$ cat src/include/sleep_ctl_map.svh
// Offsets, field positions, reset values and timing counts of the sleep and clock-stop block.
// Included by the design files and the testbench; definitions only.
`ifndef SLEEP_CTL_MAP_SVH
`define SLEEP_CTL_MAP_SVH

// ==========================================================
// Register offsets (byte addresses on APB)
`define OFS_SLEEP_MODE_CONTROL 12'h000
`define OFS_PERIPHERAL_CLOCK_STOP 12'h004
`define OFS_SLEEP_STATUS 12'h008

// ==========================================================
// Field positions
`define SMC_ENABLE_BIT 0
`define SMC_MODE_LSB 1
`define PCS_CONVERTER_BIT 0
`define PCS_UNUSED_BIT 1
`define PCS_WRITE_MASK 8'hFD

// ==========================================================
// Reset values
`define SMC_RESET 4'h0
`define PCS_RESET 8'h00

// ==========================================================
// Sleep mode codes
`define MODE_IDLE 3'h0
`define MODE_NOISE 3'h1
`define MODE_POWER_DOWN 3'h2
`define MODE_STANDBY 3'h6

// ==========================================================
// Timing counts in system clock cycles, and the start-up counter width in bits
`define HALT_EXTRA_CYCLES 4'h4
`define STANDBY_WAKE_CYCLES 4'h6
`define STARTUP_CNT_W 16

`endif

$ cat src/include/sleep_ctl_pkg.sv
// Types shared by the sleep and clock-stop block.
// Assumes nothing of its surroundings.
package sleep_ctl_pkg;

    // Sleep sequencer states, one-hot.
    typedef enum logic [5:0] {
        ST_ACTIVE = 6'h01,
        ST_SLEEP = 6'h02,
        ST_STARTUP = 6'h04,
        ST_HALT = 6'h08,
        ST_DEEP = 6'h10,
        ST_WAKE_STBY = 6'h20
    } sleep_state_t;

    // Clock domain enables towards the clock tree.
    typedef struct packed {
        logic cpu;
        logic flash;
        logic io;
        logic converter;
        logic pll;
        logic main_source;
    } clock_domains_t;

    // Per-peripheral clock enables.
    typedef struct packed {
        logic power_stage2;
        logic power_stage1;
        logic power_stage0;
        logic timer1;
        logic timer0;
        logic serial_periph;
        logic converter;
    } module_clocks_t;

    // Analog helper controls.
    typedef struct packed {
        logic comparator_enable;
        logic comparator_mux_allow;
        logic reference_enable;
        logic brownout_enable;
        logic converter_enable;
        logic converter_extended;
    } analog_ctl_t;

endpackage

$ cat src/logic/wake_counter.sv
// Down counter that times the start-up wait and the extra halt cycles after wake-up.
// Assumes a load pulse with a nonzero count; done is a one-cycle pulse at the end.
`timescale 1ns/100ps
`include "sleep_ctl_map.svh"

module wake_counter
    import sleep_ctl_pkg::*;
(
    // Clock and reset.
    input wire logic mclk_in,
    input wire logic reset_in,
    // Control.
    input wire logic load_in,
    input wire logic [`STARTUP_CNT_W-1:0] count_in,
    // Status.
    output logic busy_out,
    output logic done_out
);

    logic [`STARTUP_CNT_W-1:0] remain;

    // ==========================================================
    // Counter
    // Loads the count and runs it down to zero.
    always_ff @(posedge mclk_in or posedge reset_in) begin
        if (reset_in) begin
            remain <= '0;
        end else if (load_in) begin
            remain <= count_in;
        end else if (remain != '0) begin
            remain <= remain - 1'b1;
        end
    end

    // Done marks the last counted cycle, so the state that owns a count of N lasts exactly N cycles.
    assign done_out = (remain == {{(`STARTUP_CNT_W-1){1'b0}}, 1'b1});

    // Busy while a count runs.
    assign busy_out = (remain != '0);

endmodule

$ cat src/logic/sleep_clock_control.sv
// Sleep sequencer, clock domain gating and per-peripheral clock stop with an APB register slave.
// Assumes a core that pulses sleep_instr_in and waits on cpu_run_out, and fuse values held stable.
//
// Summary of operation
// - Hold core four cycles after start-up.
// - Code 010 enters power-down, oscillator stopped.
// - Power-down wakes on resets, stage, level interrupts.
// - Power-down stops every generated clock.
// - Power-down exit waits fuse-set start-up time.
// - Code 110 with crystal enters standby.
// - Standby resumes within six cycles.
// - Each mode keeps its listed domains running.
// - Stop bit gates clock, freezes, blocks access.
// - Clearing stop bit restores prior state.
// - Stop register bit map, reset zero.
// - Timer stop bits leave enabled timers running.
// - Stopped converter denies comparator its multiplexer.
// - Module stop acts outside deep modes and start-up.
// - Enabled converter stays on; restart extended conversion.
// - Deep modes disable comparator unless reference used.
// - Reference on only when someone needs it.
// - Fuse-enabled brown-out stays on in sleep.
`timescale 1ns/100ps
`include "sleep_ctl_map.svh"

module sleep_clock_control
    import sleep_ctl_pkg::*;
(
    // Clock and reset.
    input wire logic mclk_in,
    input wire logic reset_in,
    // APB slave.
    input wire logic psel_in,
    input wire logic penable_in,
    input wire logic pwrite_in,
    input wire logic [11:0] paddr_in,
    input wire logic [31:0] pwdata_in,
    output logic [31:0] prdata_out,
    output logic pready_out,
    output logic pslverr_out,
    // Core interface.
    input wire logic sleep_instr_in,
    input wire logic irq_enabled_in,
    output logic cpu_run_out,
    // Wake sources.
    input wire logic [3:0] external_interrupt_lines_in,
    input wire logic power_stage_controller_irq_in,
    input wire logic watchdog_reset_in,
    input wire logic brownout_reset_in,
    input wire logic external_reset_in,
    // Fuses and analog requests.
    input wire logic [`STARTUP_CNT_W-1:0] clock_source_fuses_in,
    input wire logic crystal_selected_in,
    input wire logic [2:0] brownout_level_fuses_in,
    input wire logic converter_on_in,
    input wire logic comparator_on_in,
    input wire logic comparator_uses_ref_in,
    // Clock and analog outputs.
    output clock_domains_t domains_out,
    output module_clocks_t module_clocks_out,
    output analog_ctl_t analog_out
);

    sleep_state_t state;
    sleep_state_t next_state;
    logic [3:0] sleep_mode_control;
    logic [7:0] peripheral_clock_stop;
    logic [2:0] sleep_mode;
    logic [2:0] active_mode;
    logic wake_event;
    logic level_wake;
    logic cnt_load;
    logic [`STARTUP_CNT_W-1:0] cnt_value;
    logic cnt_busy;
    logic cnt_done;
    logic conv_was_on;
    logic conv_extended;
    logic apb_write;

    // Returns one when the mode code is a documented, usable deep or light mode.
    function automatic logic mode_valid(input logic [2:0] code, input logic xtal);
        mode_valid = (code == `MODE_IDLE) || (code == `MODE_NOISE) || (code == `MODE_POWER_DOWN) ||
                     ((code == `MODE_STANDBY) && xtal);
    endfunction

    // Returns one for power-down and standby; every domain stops there except the main source in standby.
    function automatic logic mode_deep(input logic [2:0] code);
        mode_deep = (code == `MODE_POWER_DOWN) || (code == `MODE_STANDBY);
    endfunction

    // ==========================================================
    // APB register slave
    assign pready_out = 1'b1;
    assign apb_write = psel_in && penable_in && pwrite_in;
    assign sleep_mode = sleep_mode_control[`SMC_MODE_LSB +: 3];

    // Sleep mode control register.
    always_ff @(posedge mclk_in or posedge reset_in) begin
        if (reset_in) begin
            sleep_mode_control <= `SMC_RESET;
        end else if (apb_write && paddr_in == `OFS_SLEEP_MODE_CONTROL) begin
            sleep_mode_control <= pwdata_in[3:0];
        end
    end

    // Peripheral clock stop register; bit 1 is never stored.
    always_ff @(posedge mclk_in or posedge reset_in) begin
        if (reset_in) begin
            peripheral_clock_stop <= `PCS_RESET;
        end else if (apb_write && paddr_in == `OFS_PERIPHERAL_CLOCK_STOP) begin
            peripheral_clock_stop <= pwdata_in[7:0] & `PCS_WRITE_MASK;
        end
    end

    // Read data and error answer, combinational and valid in the access phase.
    always_comb begin
        prdata_out = 32'h0000_0000;
        pslverr_out = 1'b0;
        case (paddr_in)
            `OFS_SLEEP_MODE_CONTROL: prdata_out = {28'h000_0000, sleep_mode_control};
            `OFS_PERIPHERAL_CLOCK_STOP: prdata_out = {24'h00_0000, peripheral_clock_stop};
            `OFS_SLEEP_STATUS: prdata_out = {26'h0, state};
            default: pslverr_out = psel_in && penable_in;
        endcase
    end

    // ==========================================================
    // Wake detection
    // Power-down and standby wake only on resets, stage interrupt or low level lines.
    assign level_wake = (external_interrupt_lines_in != 4'hF);
    assign wake_event = external_reset_in || watchdog_reset_in || brownout_reset_in ||
                        power_stage_controller_irq_in || level_wake;

    // ==========================================================
    // Sleep sequencer
    always_comb begin
        next_state = state;
        cnt_load = 1'b0;
        cnt_value = clock_source_fuses_in;
        case (state)
            ST_ACTIVE: begin
                // Enter only with enable bit set and a valid mode code.
                if (sleep_instr_in && sleep_mode_control[`SMC_ENABLE_BIT] &&
                    mode_valid(sleep_mode, crystal_selected_in)) begin
                    next_state = mode_deep(sleep_mode) ? ST_DEEP : ST_SLEEP;
                end
            end
            ST_SLEEP: begin
                if (irq_enabled_in || wake_event) begin
                    next_state = ST_HALT;
                    cnt_load = 1'b1;
                    cnt_value = `STARTUP_CNT_W'(`HALT_EXTRA_CYCLES);
                end
            end
            ST_DEEP: begin
                if (wake_event) begin
                    cnt_load = 1'b1;
                    if (active_mode == `MODE_STANDBY) begin
                        next_state = ST_WAKE_STBY;
                        cnt_value = `STARTUP_CNT_W'(`STANDBY_WAKE_CYCLES);
                    end else begin
                        next_state = ST_STARTUP;
                        cnt_value = (clock_source_fuses_in == '0) ? `STARTUP_CNT_W'(1) :
                                    clock_source_fuses_in;
                    end
                end
            end
            ST_STARTUP: begin
                if (cnt_done) begin
                    next_state = ST_HALT;
                    cnt_load = 1'b1;
                    cnt_value = `STARTUP_CNT_W'(`HALT_EXTRA_CYCLES);
                end
            end
            ST_WAKE_STBY: begin
                if (cnt_done) begin
                    next_state = ST_ACTIVE;
                end
            end
            ST_HALT: begin
                if (cnt_done) begin
                    next_state = ST_ACTIVE;
                end
            end
            default: next_state = ST_ACTIVE;
        endcase
    end

    // State register.
    always_ff @(posedge mclk_in or posedge reset_in) begin
        if (reset_in) begin
            state <= ST_ACTIVE;
        end else begin
            state <= next_state;
        end
    end

    // Mode latched at sleep entry.
    always_ff @(posedge mclk_in or posedge reset_in) begin
        if (reset_in) begin
            active_mode <= `MODE_IDLE;
        end else if (state == ST_ACTIVE && next_state != ST_ACTIVE) begin
            active_mode <= sleep_mode;
        end
    end

    // Start-up and halt timer.
    wake_counter u_wake_counter (
        .mclk_in(mclk_in),
        .reset_in(reset_in),
        .load_in(cnt_load),
        .count_in(cnt_value),
        .busy_out(cnt_busy),
        .done_out(cnt_done)
    );

    // ==========================================================
    // Clock domains and module clocks
    // Core runs only while active; domains follow the latched mode.
    always_ff @(posedge mclk_in or posedge reset_in) begin
        if (reset_in) begin
            cpu_run_out <= 1'b1;
            domains_out <= 6'h3F;
        end else begin
            cpu_run_out <= (next_state == ST_ACTIVE);
            domains_out <= 6'h3F;
            if (next_state == ST_SLEEP) begin
                domains_out <= ((state == ST_ACTIVE ? sleep_mode : active_mode) == `MODE_NOISE) ?
                               6'h07 : 6'h0F;
            end else if (next_state == ST_DEEP) begin
                domains_out <= (state == ST_ACTIVE ? sleep_mode : active_mode) == `MODE_STANDBY ?
                               6'h01 : 6'h00;
            end else if (next_state == ST_STARTUP) begin
                domains_out <= 6'h01;
            end else if (next_state == ST_HALT || next_state == ST_WAKE_STBY) begin
                domains_out <= 6'h1F;
            end
        end
    end

    // Module clocks gated by stop bits; deep modes stop them all anyway.
    always_ff @(posedge mclk_in or posedge reset_in) begin
        if (reset_in) begin
            module_clocks_out <= 7'h7F;
        end else begin
            module_clocks_out <= ~{peripheral_clock_stop[7:2], peripheral_clock_stop[0]};
            // Timers keep their clock outside deep modes and start-up; their stop bits have no effect.
            module_clocks_out.timer1 <= 1'b1;
            module_clocks_out.timer0 <= 1'b1;
            if (next_state == ST_DEEP || next_state == ST_STARTUP) begin
                module_clocks_out <= 7'h00;
            end
        end
    end

    // ==========================================================
    // Analog helpers
    // Tracks converter off-on cycles to flag an extended next conversion.
    always_ff @(posedge mclk_in or posedge reset_in) begin
        if (reset_in) begin
            conv_was_on <= 1'b0;
            conv_extended <= 1'b1;
        end else begin
            conv_was_on <= converter_on_in;
            if (converter_on_in && !conv_was_on) begin
                conv_extended <= 1'b1;
            end else if (converter_on_in && domains_out.converter && !peripheral_clock_stop[`PCS_CONVERTER_BIT]) begin
                conv_extended <= 1'b0;
            end
        end
    end

    // Comparator, reference, brown-out and converter enables.
    always_ff @(posedge mclk_in or posedge reset_in) begin
        if (reset_in) begin
            analog_out <= 6'h00;
        end else begin
            analog_out.converter_enable <= converter_on_in;
            analog_out.converter_extended <= conv_extended;
            analog_out.brownout_enable <= (brownout_level_fuses_in != 3'h7);
            analog_out.comparator_mux_allow <= !peripheral_clock_stop[`PCS_CONVERTER_BIT];
            analog_out.comparator_enable <= comparator_on_in &&
                (next_state != ST_DEEP && next_state != ST_STARTUP || comparator_uses_ref_in);
            analog_out.reference_enable <= (brownout_level_fuses_in != 3'h7) || converter_on_in ||
                (comparator_on_in && comparator_uses_ref_in);
        end
    end

    // ==========================================================
    // Assertions
    AST_NO_SLEEP_WITHOUT_ENABLE: assert property (@(posedge mclk_in) disable iff (reset_in)
        state == ST_ACTIVE && !sleep_mode_control[`SMC_ENABLE_BIT] |=> state == ST_ACTIVE)
        else $error("Sleep entered without enable bit.");
    AST_HALT_FOUR: assert property (@(posedge mclk_in) disable iff (reset_in)
        state != ST_HALT ##1 state == ST_HALT |-> (state == ST_HALT)[*4] ##1 state == ST_ACTIVE)
        else $error("Halt after wake is not four cycles.");
    AST_PD_CLOCKS_OFF: assert property (@(posedge mclk_in) disable iff (reset_in)
        state == ST_DEEP && active_mode == `MODE_POWER_DOWN |-> domains_out == 6'h00)
        else $error("Clock running in power-down.");
    AST_STBY_MAIN_ON: assert property (@(posedge mclk_in) disable iff (reset_in)
        state == ST_DEEP && active_mode == `MODE_STANDBY |-> domains_out == 6'h01)
        else $error("Standby domains wrong.");
    AST_STBY_SIX: assert property (@(posedge mclk_in) disable iff (reset_in)
        state == ST_DEEP && active_mode == `MODE_STANDBY && wake_event |-> ##[1:7] cpu_run_out)
        else $error("Standby wake slower than six cycles.");
    AST_RESERVED_IGNORED: assert property (@(posedge mclk_in) disable iff (reset_in)
        state == ST_ACTIVE && !mode_valid(sleep_mode, crystal_selected_in) |=> state == ST_ACTIVE)
        else $error("Reserved mode code entered sleep.");
    AST_BIT1_ZERO: assert property (@(posedge mclk_in) disable iff (reset_in)
        peripheral_clock_stop[`PCS_UNUSED_BIT] == 1'b0)
        else $error("Unused stop bit set.");
    AST_MUX_DENIED: assert property (@(posedge mclk_in) disable iff (reset_in)
        $rose(peripheral_clock_stop[`PCS_CONVERTER_BIT]) |=> !analog_out.comparator_mux_allow)
        else $error("Comparator kept multiplexer with converter stopped.");
    AST_DEEP_MODULES_OFF: assert property (@(posedge mclk_in) disable iff (reset_in)
        state == ST_DEEP |-> module_clocks_out == 7'h00)
        else $error("Module clock running in deep sleep.");
    AST_BOD_KEPT: assert property (@(posedge mclk_in) disable iff (reset_in)
        !$past(reset_in) && $past(brownout_level_fuses_in) != 3'h7 |-> analog_out.brownout_enable)
        else $error("Brown-out detector dropped.");
    AST_STARTUP_TIMED: assert property (@(posedge mclk_in) disable iff (reset_in)
        state == ST_STARTUP && !cnt_done |=> state == ST_STARTUP && cnt_busy)
        else $error("Start-up left before its wait ran out.");

    COV_POWER_DOWN: cover property (@(posedge mclk_in) disable iff (reset_in)
        state == ST_DEEP && active_mode == `MODE_POWER_DOWN ##[1:100] state == ST_STARTUP);
    COV_STANDBY: cover property (@(posedge mclk_in) disable iff (reset_in) state == ST_WAKE_STBY);
    COV_IDLE_WAKE: cover property (@(posedge mclk_in) disable iff (reset_in) state == ST_SLEEP ##1 state == ST_HALT);
    COV_STOP_SPI: cover property (@(posedge mclk_in) disable iff (reset_in) !module_clocks_out.serial_periph);

endmodule

$ cat config.mk
export PLATFORM = sky130hd
export DESIGN_NAME = sleep_clock_control
export DESIGN_NICKNAME = d
export VERILOG_FILES = /design/src/include/sleep_ctl_pkg.sv /design/src/logic/wake_counter.sv /design/src/logic/sleep_clock_control.sv
export VERILOG_INCLUDE_DIRS = /design/src /design/src/include
export SDC_FILE = /design/constraint.sdc
export NUM_CORES = 1
export LEC_CHECK = 0
export ABC_AREA = 0
export BUFFER_PORTS_ARGS = -buffer_cell sky130_fd_sc_hd__buf_4
export CORE_ASPECT_RATIO = 0.5
export CORE_UTILIZATION = 53
export DETAILED_ROUTE_END_ITERATION = 6
export GPL_TIMING_DRIVEN = 0
export PLACE_DENSITY = 0.86
export SYNTH_ARGS = -nofsm -noshare
export SYNTH_HDL_FRONTEND = slang
export SYNTH_HIERARCHICAL = 1
export SYNTH_SLANG_ARGS = --single-unit
$ cat constraint.sdc
create_clock -name mclk_in -period 7.63 [get_ports mclk_in]
set_clock_uncertainty 0.2 [all_clocks]
set_input_delay 1.526 -clock mclk_in [delete_from_list [all_inputs] [get_ports mclk_in]]
set_output_delay 1.526 -clock mclk_in [all_outputs]
set_load 0.01 [all_outputs]
==> After elaboration in Yosys (flattened, before gate mapping) <==
Index checks and enable logic that the tools add are counted.
{ "totals": {"wordCells": 124, "inputBits": 82, "out_inout_bits": 54, "reg_bits": 57} }
{ "classes": {"n_mux": 32, "reduce_logical": 38, "n_addsub": 1, "eq_ne": 26, "n_bitwise": 1} }
{ "op_table": {"columns": ["operator", "n"], "rows": [
  ["$mux W16", 7],
  ["$mux W6", 10],
  ["$pmux W16 S3", 1],
  ["$pmux W6 S5", 1],
  ["$pmux W8 S3", 1],
  ["$eq A16 B1 Y1 const B", 1],
  ["$logic_not A16 Y1", 1],
  ["$reduce_bool A16 Y1", 1],
  ["$sub A16 B1 Y16 const B", 1],
  ["$logic_and A1 B1 Y1", 14],
  ["$logic_or A1 B1 Y1", 14],
  ["$eq A12 B3 Y1 const B", 1],
  ["$eq A12 B4 Y1 const B", 1],
  ["$eq A6 B1 Y1 const B", 2],
  ["$eq A6 B2 Y1 const B", 2],
  ["$eq A6 B3 Y1 const B", 2],
  ["$eq A6 B4 Y1 const B", 2],
  ["$eq A6 B5 Y1 const B", 2],
  ["$eq A6 B6 Y1 const B", 2],
  ["$logic_not A12 Y1", 1],
  ["$eq A3 B3 Y1 const B", 3],
  ["$mux W1", 7],
  ["$mux W7", 1],
  ["$not A7 Y7", 1],
  ["16 further kinds", 19]
]} }

==> Logic depth before layout (Yosys ltp) <==
Gate-level depths: netlist (run 1).
{ "logic_depth": {"ltp_word": 13, "depth_mapped": 12, "ltp_nobuf": 11} }

==> Hierarchy <==
The synthesis (run 1) kept the hierarchy.
{ "modules_own_cells": {"columns": ["module", "area_per_inst_um2", "n_inst", "seq_area_each_um2", "cells_per_inst"], "rows": [
  ["sleep_clock_control", 2421.1, 1, 993.5, 242],
  ["wake_counter", 983.4, 1, 400.4, 110]
]} }

==> Worst setup path before layout (run 1) <==
OpenSTA, ideal clock, no wires.
{ "synth_timing": {"path_type": "input -> output", "from": "input port paddr_in[7]", "to": "output port prdata_out[6]", "path_buffers": 0, "t_required_ns": 5.904, "cell_stages": 4, "setup_slack_ns": 3.468, "arrival_ns": 2.436, "path_cell_list": "nor4_1 -> nand3_1 -> nor2b_1 -> and2_1"} }
{ "synth_via": {"elab_chain_len": 2, "word_cells_on_any_way": 4, "classes_between": "eq/ne: 2; mux: 1; reduce/logical: 1"} }
{ "synth_lines": {"columns": ["element", "line", "text"], "rows": [
  ["from (decl)", "sleep_clock_control.sv:36", "input wire logic [11:0] paddr_in,"],
  ["$eq A12 B4 Y1, or another cell as far along", "sleep_clock_control.sv:119", "case (paddr_in)"],
  ["$pmux W8 S3 *", "sleep_clock_control.sv:119", null],
  ["to (decl)", "sleep_clock_control.sv:38", "output logic [31:0] prdata_out,"]
]} }
Mark *: on every way between the ends. The rest lies on a longest branch, timed or not.

==> Final worst setup path (run 1) <==
{ "layout_timing": {"from": "input port paddr_in[7]", "to": "output port prdata_out[7]"} }
Same word-level chain as after synthesis.

==> metrics.txt, run 1 <==
status=finished clean; Iter 0 DRT Violations=185; first-pass GRT wire length=12.7 mm; Total GRT Usage=24.9%; total number of vias=2,873; H-tree depth=2; die height=58.6 microns; remaining antenna violation count=0; Cell Pwr Density=195 nW/um^2; Slew headroom=48.9%; Critical Path Start Type=primary input; critical path capture point type=output port; crit path max fanout=9; Final Instance Area=4400 sq um; Routed Wire Length=7.74 mm; DP HPWL=5.84 mm; post-CTS sizing=0; slowest stage cell, crit path=nand3_1; crit path kind=in2out; critical path's largest stage delay=0.35 ns; Clock transition at path regs=0.07 ns; I/O pins=136; Critical Path RT=5.90 ns; Remaining Overflow, GRT=0; fin. max-slew vios=0; core area=6130 sq um; initial antenna violation count=0; final setup fails=0; Syn Std Cell Area=3400 sq um; Crit path arrival time=2.83 ns; # rows=20; Sink Count=55; root buffer cell=clkbuf_16; Max-Cap Viols=0; number of port buffers=84; vias in the first global route=2,758; Avg Inst Size Synth=9.69 sq um; router iterations before antenna repair=4; fin crit period=4.56 ns; Worst path most repeated cell=buf_4; crit-path cells=buf_4, nor4_1, nand3_1, nor2b_1, and2_1, buf_4; # DRC=0; class of the worst hold path=reg2reg; clock latency on the worst-skew pair=0.30 ns; final worst path period share=59.8%; total power=860 uW; Worst-Margin Slew=0.765 ns; Max Root-Sink Buffers=2; Syn. warnings=6; Leakage Power=0.00199 uW; fmax=219 MHz; share of layout cells above drive strength 1=39.3%; die extent in x=115 microns; WL/cell=14.0 microns; Post-CTS Setup Inserts=0; vias per cell=5.19; post-layout util=71.8%; # diodes=0; CTS buffer count=5; starting density of the core=55.5%; Area Overhead vs Synth=29.5%; placed inst area=4230 sq um; largest net degree at the start of global routing=40; setup TNS=0 ns; die area=6760 sq um; Routability Congestion=0.891; unrepaired setup endpoints after global routing=false; fin nets=549; final hold vios=0; CTS tree=yes; Post-Synthesis Cells=351; Worst VDD drop=0.0935 mV; hold-fix buffers at CTS=0
placed cells by master (no fill, tap or decap), drive strengths merged, types with 3 or more instances in the layout:
master,instances
nand3b,4
dfstp,14
nand4,3
or4,4
o21ai,20
nor2,27
mux2,12
conb,25
mux2i,4
dfrtp,41
buf,121
nand3,11
clkbuf,9
nand2,32
and2,19
a22oi,3
xnor2,8
nor3,17
nor4,15
xor2,3
inv,14
a31oi,3
a21oi,11
o31ai,5
nor2b,6
layout make-up:
cell class,count,area (sq um)
tap,88,110
clock buffer,5,125
fill,481,1730
sequential,55,1390
clock inverter,3,50.0
inverter,12,45.0
timing repair buffer,84,631
multi-input combinational,266,1760
buffer,41,284
worst paths after layout:
kind | startpoint | endpoint | slack, ns | depth (start not counted)
setup / recovery | paddr_in[7] | prdata_out[7] | 3.07 | 6
max in group asynchronous | reset_in | sleep_mode_control[1]$_DFFE_PP0P_ | 5.57 | 2
min in group asynchronous | reset_in | u_wake_counter/remain[1]$_DFFE_PP0P_ | 1.12 | 2
hold / removal | conv_extended$_DFFE_PP1P_ | analog_out[0]$_DFF_PP0_ | 0.21 | 0
hold reg to reg | conv_extended$_DFFE_PP1P_ | analog_out[0]$_DFF_PP0_ | 0.21 | 0
setup reg to reg | u_wake_counter/remain[4]$_DFFE_PP0P_ | u_wake_counter/remain[8]$_DFFE_PP0P_ | 4.55 | 10
sequential cells by signal, indices dropped and copies added (netlist names):
register,flops
u_wake_counter/remain,16
peripheral_clock_stop,7
active_mode,3
cpu_run_out,1
module_clocks_out,6
conv_extended,1
domains_out,5
sleep_mode_control,4
state,6
analog_out,6
per-layer routing:
layer | up-vias | track usage [%] | wire length [microns]
met4 | 0 | 10.6 | 158
met3 | 14 | 6.28 | 447
met2 | 92 | 42.3 | 3770
met1 | 1343 | 30.9 | 3370
met5 | - | 0 | 0
li1 | 1424 | - | -
critical path: cells and delay by family:
kind	cells	cell delay [ns]
and+or+nand+nor	4	1.07
buffers and inverters	2	0.23
power by group:
part           internal, uW  switching, uW
sequential              336           61.2
clock                   158            108
combinational           100           95.6
total                   595            265
metrics by stage:
stage | worst slack [ns] | hold slack (ns) | cells
after floorplan | 3.47 | 0.186 | 374
final | 3.07 | 0.206 | 554
after CTS | 3.06 | 0.205 | 554
after global placement | 3.08 | 0.195 | 546
after detailed placement | 3.09 | 0.195 | 546
after global routing | 2.90 | 0.209 | 554
Power figures use the tool's default switching activity.
==> run 2, diff against run 1 <==
CORE_UTILIZATION = 44   (was 53)
PLACE_DENSITY = 0.77   (was 0.86)
clock period = 3.7 ns   (was 7.63 ns; I/O delays follow)
==> run 2 against run 1 <==
  * Total power increased by 98%
  * Sequential power increased by 110%
  * Wire length decreased by 5.8%
  * Register-to-register slack got worse by 4.0 ns
  * Worst setup slack got worse by 2.6 ns
  * Cell count increased by 1.4%
  * Sequential cell count unchanged
  * Highest routed layer unchanged
  * First-iteration DRC count decreased by 18%
  * Global-route usage decreased by 5.9 points
==> metrics.txt, run 2 (synthesis gave the netlist of run 1 again) <==
CTS tree=yes; post-CTS sizing=0 (unchanged); Routed Wire Length=7.29 mm (-5.8%); vias per cell=5.13 (-1.1%); share of layout cells above drive strength 1=39.3% (unchanged); DP HPWL=5.77 mm (-1.3%); router iterations before antenna repair=4 (unchanged); Worst VDD drop=0.210 mV (+120%); largest net degree at the start of global routing=40 (unchanged); starting density of the core=45.9% (-9.5 points); # rows=22 (+10%); die height=64.2 microns (+9.4%); Max Root-Sink Buffers=2 (unchanged); root buffer cell=clkbuf_16; remaining antenna violation count=0 (unchanged); initial antenna violation count=0 (unchanged); Remaining Overflow, GRT=0 (unchanged); clock latency on the worst-skew pair=0.29 ns (about the same); Worst-Margin Slew=0.777 ns (+0.0125 ns); most frequent cells in the layout=buf_4, dfrtp_1, nand2_1; fin crit period=3.20 ns; Buffers & Inverters on Critical Path=1 (-1); slowest stage cell, crit path=nor4_2; status=finished clean; unrepaired setup endpoints after global routing=false; crit-path cells=nor4_2, nand3_1, nor2_1, and4bb_2, o21ai_0, a22oi_1, o21ai_2, buf_2, and2_1, a211o_1; total power=1710 uW (+98%); first-pass GRT wire length=12.1 mm (-4.8%); crit path max fanout=10 (+1); Clock transition at path regs=0.07 ns (about the same); vias in the first global route=2,613 (-5.3%); Worst Hold Path Cells=0 (unchanged); critical path depth=10 (+4); die area=8110 sq um (+20%); fmax=313 MHz; critical path's largest stage delay=0.63 ns (+0.28 ns); Routability Congestion=0.884 (-0.77%); Leakage Power=0.00198 uW (-0.58%); critical path capture point type=flip-flop; total number of vias=2,881 (+0.28%); Post-CTS Setup Inserts=0 (unchanged); Total GRT Usage=19.0% (-5.9 points); Area Overhead vs Synth=29.1%; WL/cell=13.0 microns (-7.1%); core area=7400 sq um (+21%); final worst path period share=86.5%; Largest Register=u_wake_counter/remain; Critical Path RT=3.68 ns (-2.22 ns); Sink Count=55 (unchanged); setup TNS=0 ns (unchanged); most common cell after layout, fill and taps aside=buf_4; Critical Path Start Type=flip-flop; I/O pins=136 (unchanged); class of the worst hold path=reg2reg; # diodes=0 (unchanged); final hold vios=0 (unchanged); Fillers=640 (+33%); number of flip-flops in the largest register=16 (unchanged); CTS buffer count=5 (unchanged); number of port buffers=84 (unchanged); H-tree depth=2 (unchanged); fin. max-slew vios=0 (unchanged); critical path's top delay family=simple AND/OR/NAND/NOR gates; fin nets=549 (unchanged); final setup fails=0 (unchanged); worst r2r path cells=10 (unchanged); hold-fix buffers at CTS=0 (unchanged); Crit path arrival time=3.18 ns (+0.35 ns); Slew headroom=48.1% (-0.83 points); crit path kind=reg2reg; # DRC=0 (unchanged); Iter 0 DRT Violations=151 (-18%); Max-Cap Viols=0 (unchanged); Largest regs=u_wake_counter/remain x16, peripheral_clock_stop x7; Cell Pwr Density=389 nW/um^2 (+99%); die extent in x=126 microns (+9.6%)
run 2: cell count changes in the layout (fill, tap and decap cells not counted):
cell and change:
inv_8 -1, inv_6 +1, clkinv_4 +1, bufinv_16 -1
run 2: power by group:
part / total, uW / switching (uW) / internal (uW)
clock: 476 / 219 / 257
combinational: 411 / 203 / 209
sequential: 819 / 126 / 693
total: 1710 / 548 / 1160
run 2: worst paths after layout:
check	endpoint	start	slack (ns)
setup / recovery	u_wake_counter/remain[8]$_DFFE_PP0P_	u_wake_counter/remain[4]$_DFFE_PP0P_	0.50
hold / removal	analog_out[0]$_DFF_PP0_	conv_extended$_DFFE_PP1P_	0.20
setup reg to reg	u_wake_counter/remain[8]$_DFFE_PP0P_	u_wake_counter/remain[4]$_DFFE_PP0P_	0.50
hold reg to reg	analog_out[0]$_DFF_PP0_	conv_extended$_DFFE_PP1P_	0.20
max in group asynchronous	active_mode[1]$_DFFE_PP0P_	reset_in	2.40
min in group asynchronous	u_wake_counter/remain[2]$_DFFE_PP0P_	reset_in	0.34
run 2: per-layer routing:
layer / vias up / track usage [%] / routed length (microns)
li1: 1429 / - / -
met5: - / 0 / 0
met4: 0 / 6.63 / 95
met1: 1334 / 24.7 / 3300
met2: 108 / 31.2 / 3350
met3: 10 / 4.61 / 548
run 2: final cells by class:
type	count	area [sq um]	share of cell area, %
tap	96	120	2.74
multi-input combinational	266	1760	40.2
inverter	12	45.0	1.03
clock buffer	5	125	2.85
timing repair buffer	84	631	14.4
sequential	55	1390	31.8
buffer	41	284	6.47
clock inverter	3	26.3	0.599
run 2: metrics by stage:
step | utilization, % | instances | setup slack [ns] | hold WS [ns] | instance area (sq um)
finish | 59.3 | 562 | 0.500 | 0.200 | 4390
global route | 59.3 | 562 | 0.229 | 0.212 | 4390
CTS | 59.3 | 562 | 0.544 | 0.202 | 4390
detailed placement | 57.2 | 554 | 0.547 | 0.192 | 4240
global placement | 57.2 | 554 | 0.669 | 0.193 | 4240
floorplan | - | 374 | 1.06 | 0.186 | 3490
